### src/core/epcl_pkg.sv
// Constants, field layout and state types of the port configuration loader
package epcl_pkg;

    ////////////////////////////////////////////////////////////////////////
    localparam int             NUM_PORTS   = 3;
    localparam int             NUM_WORDS   = 5;

    // Configuration memory word addresses
    localparam logic [7:0]     EE_SIG_ADDR = 8'h00;
    localparam logic [7:0]     EE_SLOT0    = 8'h60;
    localparam logic [7:0]     EE_SLOT1    = 8'h62;
    localparam logic [7:0]     EE_SLOT2    = 8'h64;
    localparam logic [7:0]     EE_TL0      = 8'h68;
    localparam logic [7:0]     EE_TL1      = 8'h6A;
    localparam logic [2:0]     LAST_WORD   = 3'h4;

    // Field defaults per port, index is the port
    localparam logic [2:0][15:0] SLOT_DEF  = {16'h0022, 16'h0012, 16'h0002};
    localparam logic [2:0][15:0] TL_DEF    = {16'h0370, 16'h0370, 16'h0376};

    ////////////////////////////////////////////////////////////////////////
    // Slot configuration word layout
    localparam int             SW_SLOT_IMPL = 0;
    localparam int             SW_CONN_CLK  = 1;
    localparam int             SW_DSI       = 2;
    localparam int             SW_LPVC      = 3;
    localparam int             SW_PNUM_LO   = 4;
    localparam int             SW_PNUM_HI   = 6;
    localparam int             SW_TCMAP_LO  = 9;
    localparam int             SW_TCMAP_HI  = 15;
    localparam logic [15:0]    SW_USED      = 16'hFE7F;
    localparam logic [15:0]    SW_WRITABLE  = 16'hFE7C;

    // Transaction-layer control word layout
    localparam int             TW_DISABLE   = 0;
    localparam int             TW_RST_SEL   = 1;
    localparam int             TW_CLK_PM    = 2;
    localparam int             TW_PCIPM     = 4;
    localparam int             TW_ASPM      = 5;
    localparam int             TW_L1SS      = 6;
    localparam int             TW_ARB       = 8;
    localparam int             TW_GNT_FAIL  = 9;
    localparam logic [15:0]    TW_USED      = 16'h0377;

    ////////////////////////////////////////////////////////////////////////
    // Register word indices on the bus (byte address is four times)
    localparam logic [3:0]     REG_CTRL     = 4'h0;
    localparam logic [3:0]     REG_STATUS   = 4'h1;
    localparam logic [3:0]     REG_SLOT_P0  = 4'h4;
    localparam logic [3:0]     REG_TL_P0    = 4'h8;
    localparam int             CTRL_RELOAD  = 0;
    localparam int             STAT_DONE    = 0;
    localparam int             STAT_VALID   = 1;
    localparam int             STAT_CNT_LO  = 4;

    // Serial memory framing
    localparam logic [7:0]     CMD_READ     = 8'h03;
    localparam logic [4:0]     FRAME_LAST   = 5'h1F;
    localparam logic [4:0]     RX_FIRST     = 5'h10;

    typedef enum logic [1:0] {
        ST_IDLE  = 2'b00,
        ST_SIG   = 2'b01,
        ST_WORDS = 2'b11,
        ST_DONE  = 2'b10
    } epcl_state_t;

    typedef enum logic [1:0] {
        RD_IDLE  = 2'b00,
        RD_SHIFT = 2'b01,
        RD_DONE  = 2'b11
    } epcl_rd_state_t;

endpackage

### src/core/epcl_rd_if.sv
// Word fetch channel between the loader and the serial memory reader
`timescale 1ns/100ps
interface epcl_rd_if;
    logic        req;
    logic [7:0]  addr;
    logic        ack;
    logic [15:0] data;

    modport master (output req, output addr, input ack, input data);
    modport reader (input req, input addr, output ack, output data);
endinterface

### src/core/epcl_ee_reader.sv
// Serial memory word reader: one 16-bit word per framed read command
`timescale 1ns/100ps
module epcl_ee_reader #(
    parameter int SCK_HALF = 4
) (
    input  wire logic sys_clk,
    input  wire logic nrst,
    epcl_rd_if.reader rd,
    output logic      ee_sck,
    output logic      ee_cs_n,
    output logic      ee_mosi,
    input  wire logic ee_miso
);

    ////////////////////////////////////////////////////////////////////////
    // Two stages of sync leave miso valid only if a half period is >= 3
    if (SCK_HALF < 3 || SCK_HALF > 255) begin : g_bad_half
        $error("SCK_HALF must lie in 3..255");
    end

    localparam logic [7:0] HALF_LAST = 8'(SCK_HALF - 1);

    epcl_pkg::epcl_rd_state_t state;
    logic [7:0]               cnt;
    logic [4:0]               bitn;
    logic [31:0]              tx;
    logic [15:0]              rx;
    logic                     miso_meta;
    logic                     miso_sync;
    logic                     ack_q;
    logic [15:0]              data_q;

    wire half_tick = (cnt == HALF_LAST);
    wire rising    = half_tick & ~ee_sck;
    wire falling   = half_tick & ee_sck;
    wire last_bit  = (bitn == epcl_pkg::FRAME_LAST);

    assign rd.ack  = ack_q;
    assign rd.data = data_q;
    assign ee_mosi = tx[31];

    always_ff @(posedge sys_clk) begin
        miso_meta <= ee_miso;
        miso_sync <= miso_meta;
    end

    ////////////////////////////////////////////////////////////////////////
    always_ff @(posedge sys_clk) begin
        if (!nrst) begin
            state   <= epcl_pkg::RD_IDLE;
            cnt     <= 8'h00;
            bitn    <= 5'h00;
            tx      <= 32'h0000_0000;
            rx      <= 16'h0000;
            ee_sck  <= 1'b0;
            ee_cs_n <= 1'b1;
            ack_q   <= 1'b0;
            data_q  <= 16'h0000;
        end else begin
            case (state)
                epcl_pkg::RD_IDLE: begin
                    if (rd.req) begin
                        tx      <= {epcl_pkg::CMD_READ, rd.addr, 16'h0000};
                        ee_cs_n <= 1'b0;
                        bitn    <= 5'h00;
                        cnt     <= 8'h00;
                        state   <= epcl_pkg::RD_SHIFT;
                    end
                end
                epcl_pkg::RD_SHIFT: begin
                    cnt <= half_tick ? 8'h00 : cnt + 8'h01;
                    if (half_tick) begin
                        ee_sck <= ~ee_sck;
                    end
                    if (rising && bitn >= epcl_pkg::RX_FIRST) begin
                        rx <= {rx[14:0], miso_sync};
                    end
                    if (falling && last_bit) begin
                        ee_cs_n <= 1'b1;
                        ack_q   <= 1'b1;
                        data_q  <= rx;
                        state   <= epcl_pkg::RD_DONE;
                    end else if (falling) begin
                        bitn <= bitn + 5'h01;
                        tx   <= {tx[30:0], 1'b0};
                    end
                end
                default: begin
                    ack_q <= 1'b0;
                    state <= epcl_pkg::RD_IDLE;
                end
            endcase
        end
    end

endmodule

### src/core/epcl_loader.sv
// Power-up port configuration loader with Avalon-MM register access
// Summary of operation
// - Word 62h bit0 sets port1 slot implemented
// - Slot word bit1 sets connector clock bit
// - Slot word bit2 sets device-specific init bit
// - Slot word bit3 sets VC1 low-priority allocation
// - Slot word bits 6:4 give logical port
// - Slot word bits 15:9 give TC/VC0 map
// - Word 64h is port2 slot word, default 22h
// - Slot implemented and clock bits ignore software
// - Word 68h: port0 disable, reset select, 0376h
// - Control word bit2 gives clock PM capability
// - Control bits 4,5,6 give L1 substate supports
// - Control bits 8,9 give arbitration modes
// - Word 6Ah is port1 control word, 0370h
// - Word 60h is port0 slot word, 02h
//
// Local design decisions: the register offsets and the Avalon-MM interface to the registers.
`timescale 1ns/100ps
module epcl_loader #(
    parameter logic [15:0] SIGNATURE = 16'h5A3C,
    parameter int          SCK_HALF  = 4
) (
    input  wire logic        sys_clk,
    input  wire logic        nrst,
    input  wire logic [3:0]  avs_address,
    input  wire logic        avs_read,
    input  wire logic        avs_write,
    input  wire logic [31:0] avs_writedata,
    input  wire logic [3:0]  avs_byteenable,
    output logic      [31:0] avs_readdata,
    output logic             avs_waitrequest,
    output logic             ee_sck,
    output logic             ee_cs_n,
    output logic             ee_mosi,
    input  wire logic        ee_miso,
    output logic             cfg_ready,
    output logic      [2:0]  slot_implemented,
    output logic      [2:0]  connector_clock,
    output logic      [2:0]  dsi_required,
    output logic      [2:0]  lpvc_vc1,
    output logic      [8:0]  logical_port_num,
    output logic      [20:0] tc_vc0_map,
    output logic      [2:0]  port_disable,
    output logic      [2:0]  reset_pin_sel,
    output logic      [2:0]  clock_pm_cap,
    output logic      [2:0]  pcipm_l1_1_support,
    output logic      [2:0]  aspm_l1_1_support,
    output logic      [2:0]  l1_substates_support,
    output logic      [2:0]  vc_arbitration_mode,
    output logic      [2:0]  grant_fail_mode
);

    ////////////////////////////////////////////////////////////////////////
    if (SCK_HALF < 3) begin : g_bad_half
        $error("SCK_HALF below 3 cannot be sampled through the sync");
    end

    function automatic logic [7:0] word_addr(input logic [2:0] idx);
        case (idx)
            3'h0:    word_addr = epcl_pkg::EE_SLOT0;
            3'h1:    word_addr = epcl_pkg::EE_SLOT1;
            3'h2:    word_addr = epcl_pkg::EE_SLOT2;
            3'h3:    word_addr = epcl_pkg::EE_TL0;
            default: word_addr = epcl_pkg::EE_TL1;
        endcase
    endfunction

    epcl_rd_if rd_bus ();

    epcl_ee_reader #(
        .SCK_HALF (SCK_HALF)
    ) u_reader (
        .sys_clk (sys_clk),
        .nrst    (nrst),
        .rd      (rd_bus.reader),
        .ee_sck  (ee_sck),
        .ee_cs_n (ee_cs_n),
        .ee_mosi (ee_mosi),
        .ee_miso (ee_miso)
    );

    ////////////////////////////////////////////////////////////////////////
    epcl_pkg::epcl_state_t state;
    epcl_pkg::epcl_state_t next_state;
    logic [2:0]            word_idx;
    logic                  mem_valid;
    logic [3:0]            words_loaded;
    logic                  rd_req;
    logic [15:0]           slot_word [0:2];
    logic [15:0]           tl_word   [0:2];

    wire        got_word  = rd_bus.ack;
    wire        sig_ok    = (rd_bus.data == SIGNATURE);
    wire        last_word = (word_idx == epcl_pkg::LAST_WORD);

    assign rd_bus.req  = rd_req;
    assign rd_bus.addr = (state == epcl_pkg::ST_SIG) ?
                         epcl_pkg::EE_SIG_ADDR : word_addr(word_idx);

    // Bus decode
    wire        bus_req   = avs_read | avs_write;
    wire        bus_take  = bus_req & ~avs_waitrequest;
    wire        bus_wr    = avs_write & bus_take;
    wire [3:0]  slot_off  = avs_address - epcl_pkg::REG_SLOT_P0;
    wire [3:0]  tl_off    = avs_address - epcl_pkg::REG_TL_P0;
    wire        is_slot   = (avs_address >= epcl_pkg::REG_SLOT_P0) &&
                            (slot_off < 4'(epcl_pkg::NUM_PORTS));
    wire        is_tl     = (avs_address >= epcl_pkg::REG_TL_P0) &&
                            (tl_off < 4'(epcl_pkg::NUM_PORTS));
    wire [1:0]  slot_p    = slot_off[1:0];
    wire [1:0]  tl_p      = tl_off[1:0];
    wire [15:0] lane_mask = {{8{avs_byteenable[1]}}, {8{avs_byteenable[0]}}};
    wire        reload    = bus_wr && (avs_address == epcl_pkg::REG_CTRL) &&
                            avs_byteenable[0] &&
                            avs_writedata[epcl_pkg::CTRL_RELOAD];
    wire [15:0] slot_wmask = lane_mask & epcl_pkg::SW_WRITABLE;
    wire [15:0] tl_wmask   = lane_mask & epcl_pkg::TW_USED;

    logic [31:0] read_value;

    always_comb begin
        read_value = 32'h0000_0000;
        if (avs_address == epcl_pkg::REG_STATUS) begin
            read_value[epcl_pkg::STAT_DONE]  = cfg_ready;
            read_value[epcl_pkg::STAT_VALID] = mem_valid;
            read_value[epcl_pkg::STAT_CNT_LO +: 4] = words_loaded;
        end else if (is_slot) begin
            read_value[15:0] = slot_word[slot_p] & epcl_pkg::SW_USED;
        end else if (is_tl) begin
            read_value[15:0] = tl_word[tl_p] & epcl_pkg::TW_USED;
        end
    end

    ////////////////////////////////////////////////////////////////////////
    // Load sequence: signature check, then the five words in order
    always_comb begin
        next_state = state;
        case (state)
            epcl_pkg::ST_IDLE: begin
                next_state = epcl_pkg::ST_SIG;
            end
            epcl_pkg::ST_SIG: begin
                if (got_word) begin
                    // Blank or foreign memory ends the load at once
                    next_state = sig_ok ? epcl_pkg::ST_WORDS
                                        : epcl_pkg::ST_DONE;
                end
            end
            epcl_pkg::ST_WORDS: begin
                if (got_word && last_word) begin
                    next_state = epcl_pkg::ST_DONE;
                end
            end
            default: begin
                if (reload) begin
                    next_state = epcl_pkg::ST_SIG;
                end
            end
        endcase
    end

    always_ff @(posedge sys_clk) begin
        if (!nrst) begin
            state        <= epcl_pkg::ST_IDLE;
            word_idx     <= 3'h0;
            mem_valid    <= 1'b0;
            words_loaded <= 4'h0;
            rd_req       <= 1'b0;
            cfg_ready    <= 1'b0;
        end else begin
            state     <= next_state;
            cfg_ready <= (next_state == epcl_pkg::ST_DONE);
            // Request drops for one cycle after each word so the reader
            // cannot mistake a stale request for a new fetch
            rd_req    <= (next_state == epcl_pkg::ST_SIG ||
                          next_state == epcl_pkg::ST_WORDS) && !got_word;
            if (state == epcl_pkg::ST_SIG && got_word) begin
                mem_valid    <= sig_ok;
                word_idx     <= 3'h0;
                words_loaded <= 4'h0;
            end else if (state == epcl_pkg::ST_WORDS && got_word) begin
                word_idx     <= word_idx + 3'h1;
                words_loaded <= words_loaded + 4'h1;
            end
        end
    end

    ////////////////////////////////////////////////////////////////////////
    // Field storage; software reaches it only once loading is over
    wire apply = (state == epcl_pkg::ST_WORDS) && got_word;

    for (genvar p = 0; p < epcl_pkg::NUM_PORTS; p++) begin : g_port
        localparam logic [2:0] SLOT_IDX = 3'(p);
        localparam logic [2:0] TL_IDX   = 3'(p + 3);

        always_ff @(posedge sys_clk) begin
            if (!nrst) begin
                slot_word[p] <= epcl_pkg::SLOT_DEF[p];
                tl_word[p]   <= epcl_pkg::TL_DEF[p];
            end else if (apply && word_idx == SLOT_IDX) begin
                // Whole word in one edge
                slot_word[p] <= rd_bus.data;
            end else if (apply && word_idx == TL_IDX) begin
                tl_word[p]   <= rd_bus.data;
            end else if (bus_wr && is_slot && slot_p == 2'(p)) begin
                slot_word[p] <= (slot_word[p] & ~slot_wmask) |
                                (avs_writedata[15:0] & slot_wmask);
            end else if (bus_wr && is_tl && tl_p == 2'(p)) begin
                tl_word[p]   <= (tl_word[p] & ~tl_wmask) |
                                (avs_writedata[15:0] & tl_wmask);
            end
        end

        assign slot_implemented[p] =
            slot_word[p][epcl_pkg::SW_SLOT_IMPL];
        assign connector_clock[p] =
            slot_word[p][epcl_pkg::SW_CONN_CLK];
        assign dsi_required[p] =
            slot_word[p][epcl_pkg::SW_DSI];
        assign lpvc_vc1[p] =
            slot_word[p][epcl_pkg::SW_LPVC];
        assign logical_port_num[p*3 +: 3] =
            slot_word[p][epcl_pkg::SW_PNUM_HI:epcl_pkg::SW_PNUM_LO];
        assign tc_vc0_map[p*7 +: 7] =
            slot_word[p][epcl_pkg::SW_TCMAP_HI:epcl_pkg::SW_TCMAP_LO];
        assign port_disable[p] =
            tl_word[p][epcl_pkg::TW_DISABLE];
        assign reset_pin_sel[p] =
            tl_word[p][epcl_pkg::TW_RST_SEL];
        assign clock_pm_cap[p] =
            tl_word[p][epcl_pkg::TW_CLK_PM];
        assign pcipm_l1_1_support[p] =
            tl_word[p][epcl_pkg::TW_PCIPM];
        assign aspm_l1_1_support[p] =
            tl_word[p][epcl_pkg::TW_ASPM];
        assign l1_substates_support[p] =
            tl_word[p][epcl_pkg::TW_L1SS];
        assign vc_arbitration_mode[p] =
            tl_word[p][epcl_pkg::TW_ARB];
        assign grant_fail_mode[p] =
            tl_word[p][epcl_pkg::TW_GNT_FAIL];
    end

    ////////////////////////////////////////////////////////////////////////
    // Bus slave: answers one cycle after the request is seen, and only
    // once the load is complete, so no request meets half-loaded fields
    always_ff @(posedge sys_clk) begin
        if (!nrst) begin
            avs_waitrequest <= 1'b1;
            avs_readdata    <= 32'h0000_0000;
        end else begin
            avs_waitrequest <= ~(bus_req & avs_waitrequest & cfg_ready);
            if (bus_req & avs_waitrequest & cfg_ready) begin
                avs_readdata <= read_value;
            end
        end
    end

endmodule

### config.mk
export PLATFORM = sky130hd
export DESIGN_NAME = epcl_loader
export DESIGN_NICKNAME = d
export VERILOG_FILES = /design/src/core/epcl_pkg.sv /design/src/core/epcl_rd_if.sv /design/src/core/epcl_ee_reader.sv /design/src/core/epcl_loader.sv
export SDC_FILE = /design/constraint.sdc
export NUM_CORES = 1
export LEC_CHECK = 0
export BUFFER_PORTS_ARGS = -buffer_cell sky130_fd_sc_hd__buf_2
export CAP_MARGIN = 20
export CORE_MARGIN = 3
export CORE_UTILIZATION = 30
export CTS_BUF_LIST = sky130_fd_sc_hd__clkbuf_8
export CTS_CLUSTER_DIAMETER = 120
export DETAILED_ROUTE_END_ITERATION = 12
export PLACE_DENSITY = 0.5
export SYNTH_ARGS = -nofsm -noshare
export SYNTH_HDL_FRONTEND = slang
export SYNTH_SLANG_ARGS = --single-unit
### constraint.sdc
create_clock -name sys_clk -period 3.4 [get_ports sys_clk]
set_input_delay 0.34 -clock sys_clk [delete_from_list [all_inputs] [get_ports sys_clk]]
set_output_delay 0.34 -clock sys_clk [all_outputs]
set_load 0.01 [all_outputs]
==> results of run 1 <==
-- critical path: cells and delay by family (launching register included) --
family                   cells  cell delay (ns)
flip-flops                   1             0.61
buffers and inverters        4             0.69
AO/OA/AOI/OAI                1             0.10
adder cells (fa/ha/maj)      1             0.30
AND/OR/NAND/NOR              1             0.27
multiplexers                 1             0.27
-- worst max-delay path by stage --
stage	startpoint	end	slack, ns	cells past startpoint
final	word_idx[2]	register	0.87	8
after global routing	word_idx[2]	register	0.68	8
after CTS	word_idx[2]	register	0.89	8
after detailed placement	avs_address[0]	register	0.86	6
after global placement	avs_address[0]	register	0.88	6
after floorplan	word_idx[2]	register	0.77	7
-- logic make-up (layout without fill, tap and decap cells) --
group	Yosys count	count (layout)	synth area share (%)
AOI/OAI and AO/OA	217	217	19.6
and+or+nand+nor	217	217	14.4
DFF	162	162	51.1
buffers and inverters	83	182	5.19
muxes	56	56	7.44
adders and majority gates	9	9	1.47
xor gates and xnor gates	6	6	0.688
other	1	16	0.0491
-- through the flow --
step	hold slack, ns	area [µm²]	util (%)
floorplan	0.310	7690	-
global placement	0.317	8490	34.4
detailed placement	0.329	8490	34.4
CTS	0.216	8920	36.1
global route	0.214	8920	36.1
finish	0.254	8920	36.1
-- layout make-up --
type                            count  area (µm²)  share of cell area (%)
Inverter                           16        60.1                   0.674
Tap cell                          324         405                    4.55
Clock inverter                     13         159                    1.78
Timing Repair Buffer              134         728                    8.17
Multi-Input combinational cell    521        3400                    38.1
Clock buffer                       19         262                    2.93
Sequential cell                   162        3900                    43.8
-- Yosys cell counts (all sizes together) (2+ instances only) --
library cell,number,area (µm²)
or2,2,12.5
o22ai,10,62.6
dfxtp,96,1920
nand4,5,31.3
nand4b,3,26.3
mux2,6,67.6
ha,9,113
a41oi,2,17.5
buf,26,183
a22oi,15,113
a21o,5,37.5
o211ai,4,30.0
inv,16,60.1
o2bb2ai,14,123
nor3b,4,40.0
nand2,88,330
o221a,2,22.5
a2bb2oi,11,96.3
nand2b,16,100
mux2i,50,500
or4b,2,20.0
a211oi,5,37.5
nor4b,2,17.5
xnor2,2,17.5
xor2,4,35.0
a31oi,11,68.8
a32o,24,240
o22a,4,35.0
nor3,6,30.0
o21ai,67,339
clkbuf,41,154
a22o,5,43.8
and3,4,25.0
and2,7,43.8
nand3,30,163
nor4,5,52.6
a21boi,4,30.0
edfxtp,66,1980
or3,4,26.3
nor2,29,109
a21oi,27,135
nor2b,6,37.5
-- power by group --
group / internal [W] / leakage (nW) / switching [W]
clock network: 0.000767 / 0.216 / 0.000740
registers: 0.00204 / 1.38 / 0.0000224
logic: 0.0000784 / 1.84 / 0.000168
total: 0.00289 / 3.43 / 0.000931
-- metal layers --
layer,GRT usage [%],vias up,wire length (µm)
li1,-,2976,-
met1,22.5,2938,10500
met2,28.1,186,10900
met3,3.19,19,1140
met4,4.88,0,318
met5,0,-,0
-- timing repair --
item / 4_1_cts / 5_1_grt
hold buffers: 1 / 0
resized for setup: 0 / 0
hold endpoints to repair: 1 / 0
-- cells in the final DEF (no fill, tap or decap), types with 17 or more instances in the layout --
master    synthesis  routed
buf_2             1     112
mux2i_1          50      50
inv_1            15      17
edfxtp_1         66      66
a21oi_1          27      27
buf_4            16      21
nor2_1           29      29
nand3_1          29      29
a32o_1           24      24
nand2_1          88      88
dfxtp_1          96      96
o21ai_0          65      65
clkbuf_8          0      19
==> qor.yml, run 1 <==
outcome: "complete, no violations"
worstPathArrival_ns: 2.70
r2r-start: "word_idx[2]"
io_buffers: 112
row_count: 57
clk_path_buf_depth: 2
clock_latency_ns: 0.46
synth.avg_cell_area_um2: 10.2
finalSetupViolCount: 0
layout-drive-gt1-share_pct: 21.4
drt-total-wl_um: 22800
synth_cell_type_count: 66
tns_ns: 0
drv_cap: 0
crit_chain: "inv_1 -> ha_1 -> inv_1 -> a21oi_1 -> nor4_2 -> buf_4 -> mux2i_1 -> buf_4"
rrSetupSlack_ns: 0.87
power_density_mw_per_mm2: 428
ioPinCount: 148
hold_viol: 0
worst-path-max-fanout: 13
fin_nets: 906
crit_required_ns: 3.57
cts_setup_buffers: 0
path_class: "reg2reg"
place_congestion: 0.810
dr.pass1.iters: 5
max_stage_delay_ns: 0.61
numCtsBuffers: 17
tightest_slew_ns: 0.991
tritoncts: "built"
track_usage_pct: 16.9
post-place-ws_ns: 0.863
synth-seq-cells: 162
synth_edf_count: 66
placed_cells: 1156
die_area_mm2: 0.0274
cts_sinks: 162
fmax_ghz: 0.395
finalCritPeriodShare_pct: 74.4
die_height_um: 166
fillerInstances: 2562
crit_path_start_kind: "register"
clk_pin_slew_worst_paths_ns: 0.09
wl_per_cell_um: 19.2
synth_area_mm2: 0.00764
via_per_inst: 5.15
ctsRootBufferMaster: "clkbuf_8"
power_w: 0.00382
grt_pass1_wl_um: 35200
drt_iter0_markers: 501
core_area_mm2: 0.0247
vias: 6119
fin_skew_ns: 0.0158
rsz0062_at_grt: "no"
min_period_ns: 2.53
grt-ovfl-total: 0
h-tree-depth: 4
slew_viol_final: 0
chipWidth_um: 166
synthArstFlopShare_pct: 0
grt_pass1_vias: 5947
fin_cells: 1189
synthCells: 751
p_leak_nw: 3.43
r2r_cells: 8
initial_utilization_pct: 30.9
diodes: 0
min-delay-path-class: "in2reg"
synthFlopType: "dfxtp_1"
grt_max_degree: 62
hold_depth: 2
antenna_found_initial: 0
final.setup.worst_slack_ns: 0.871
hpwlAfterDp_um: 16100
ys_warn_count: 0
area_growth_pct: 16.8
drcViolationCount: 0
end_kind: "register"
postRouteAntennaNets: 0
slowest_stage: "dfxtp_1"
hold_start: "avs_writedata[9]"
irDropWorstVdd_uv: 196
yosysSeqAreaShare_pct: 51.1
slew-limit-headroom_pct: 33.6
Power figures use the tool's default switching activity.
==> inputs of run 2 (changes only) <==
- PLACE_DENSITY: 0.5 -> 0.51
- clock period: 3.4 -> 2.2 ns (I/O delays scaled with it)
==> qor.yml, run 2 (synthesis results as in run 1) <==
initial_utilization_pct: 30.9  # unchanged
post-place-ws_ns: 0.120  # was 0.863 ns
fin_util_pct: 37.5  # was 36.1%
hold_viol: 0  # unchanged
row_count: 57  # unchanged
drcViolationCount: 0  # unchanged
place_congestion: 0.896  # was 0.810
slew-limit-headroom_pct: 54.1  # was 33.6%
die_area_mm2: 0.0274  # unchanged
tightest_slew_ns: 0.689  # was 0.991 ns
final.setup.worst_slack_ns: 0.160  # was 0.871 ns
min-delay-path-class: "in2reg"  # unchanged
layout-drive-gt1-share_pct: 25.2  # was 21.4%
rsz0062_at_grt: "no"  # unchanged
vias: 6219  # was 6119
hpwlAfterDp_um: 16800  # was 16100 µm
min_period_ns: 2.04  # was 2.53 ns
cts_sinks: 162  # unchanged
worst-path-max-fanout: 6  # was 13
worstPathArrival_ns: 2.37  # was 2.70 ns
numCtsBuffers: 17  # unchanged
swShare_pct: 23.8  # was 24.4%
internal_power_w: 0.00456  # was 0.00289 W
track_usage_pct: 16.9  # about the same
drv_cap: 0  # unchanged
io_buffers: 112  # unchanged
drt-total-wl_um: 22800  # about the same
outcome: "complete, no violations"  # unchanged
switching_power_w: 0.00143  # was 0.000931 W
ctsRootBufferMaster: "clkbuf_8"  # unchanged
h-tree-depth: 4  # unchanged
slew_viol_final: 0  # unchanged
finalCritPeriodShare_pct: 92.7  # was 74.4%
diodes: 0  # unchanged
grt_max_degree: 66  # was 62
final_common_cell: "buf_2"  # unchanged
crit_required_ns: 2.53  # was 3.57 ns
fmax_ghz: 0.490  # was 0.395 GHz
grt-ovfl-total: 0  # unchanged
area_growth_pct: 21.3  # was 16.8%
antenna_found_initial: 1  # was 0
power_density_mw_per_mm2: 647  # was 428 mW/mm²
postRouteAntennaNets: 0  # unchanged
end_kind: "register"  # unchanged
chipWidth_um: 166  # unchanged
irDropWorstVdd_uv: 285  # was 196 µV
grt_pass1_wl_um: 34900  # was 35200 µm
p_leak_nw: 3.63  # was 3.43 nW
drt_iter0_markers: 423  # was 501
grt_pass1_vias: 5866  # was 5947
finalSetupViolCount: 0  # unchanged
fin_skew_ns: 0.0146  # was 0.0158 ns
mostFrequentLayoutCells: "112 x buf_2, 94 x dfxtp_1, 88 x nand2_1"  # was 112 x buf_2, 96 x dfxtp_1, 88 x nand2_1
power_w: 0.00599  # was 0.00382 W
ioPinCount: 148  # unchanged
wl_per_cell_um: 18.7  # was 19.2 µm
via_per_inst: 5.08  # was 5.15
whs_ns: 0.124  # was 0.254 ns
p_clk_share_pct: 39.9  # was 39.4%
dr.pass1.iters: 5  # unchanged
clk_pin_slew_worst_paths_ns: 0.09  # about the same
fin_nets: 941  # was 906
die_height_um: 166  # unchanged
clk_path_buf_depth: 2  # unchanged
path_class: "reg2reg"  # unchanged
clock_latency_ns: 0.45  # was 0.46 ns
p_seq_share_pct: 53.3  # was 54.1%
tns_ns: 0  # unchanged
combPwrFrac_pct: 6.8  # was 6.5%
core_area_mm2: 0.0247  # unchanged
crit_path_start_kind: "register"  # unchanged
tritoncts: "built"  # unchanged
==> run 2: changes by cell type in the layout (fill, tap and decap cells not counted), moves of 2 or more <==
cell     previous run  this run
buf_4              21        51
buf_12              0         3
dfxtp_2             0         2
dfxtp_1            96        94
==> run 2: final cells by class <==
class                           instances  area (µm²)
Clock buffer                           18         248
Clock inverter                         14         185
Fill cell                            2550       15400
Inverter                               16        60.1
Multi-Input combinational cell        521        3420
Sequential cell                       162        3910
Tap cell                              324         405
Timing Repair Buffer                  169        1040
==> run 2: routing by layer <==
layer / vias up / global-route usage (%) / part of all wire (%)
met5: - / 0 / 0.048
met4: 2 / 6.84 / 2.8
met3: 42 / 3.29 / 5.3
met2: 165 / 27.3 / 47
met1: 2968 / 22.1 / 44
li1: 3042 / - / -
==> run 2: per-stage QoR <==
step / instance area [µm²] / instances
after floorplan: 7710 / 766
after global placement: 8770 / 1187
after detailed placement: 8780 / 1188
after CTS: 9220 / 1221
after global routing: 9270 / 1224
final: 9270 / 1224
==> run 2: repair_timing <==
action	in CTS	in global routing
endpoints found under the hold margin	1	0
endpoints found under the setup margin	0	25
resized for setup	0	7
hold buffers	1	0
setup buffers	0	1
==> run 2: power by group through the flow <==
stage	Clock [W]	Sequential (W)	Combinational, W
floorplan	0	0.00327	0.000239
global placement	0	0.00326	0.000408
detailed placement	0	0.00326	0.000408
CTS	0.00246	0.00319	0.000411
global route	0.00256	0.00320	0.000450
finish	0.00239	0.00319	0.000408
==> run 2: worst max-delay path, cell delays in order (launching register included) <==
cell,delay [ns]
dfxtp_2,0.37
inv_1,0.08
ha_1,0.21
buf_4,0.16
mux2i_1,0.16
o21ai_2,0.09
nor4_2,0.21
buf_4,0.16
clkdlybuf4s15_2,0.28
a32o_1,0.18
==> run 2: worst paths after layout <==
| path | start | end | slack, ns | cells past startpoint |
|---|---|---|---|---|
| worst max-delay path | word_idx[0] | register | 0.16 | 9 |
| worst min-delay path | avs_writedata[11] | register | 0.12 | 2 |
| worst max register to register | word_idx[0] | register | 0.16 | 9 |
| worst min register to register | u_reader.miso_meta | u_reader.miso_sync | 0.34 | 0 |
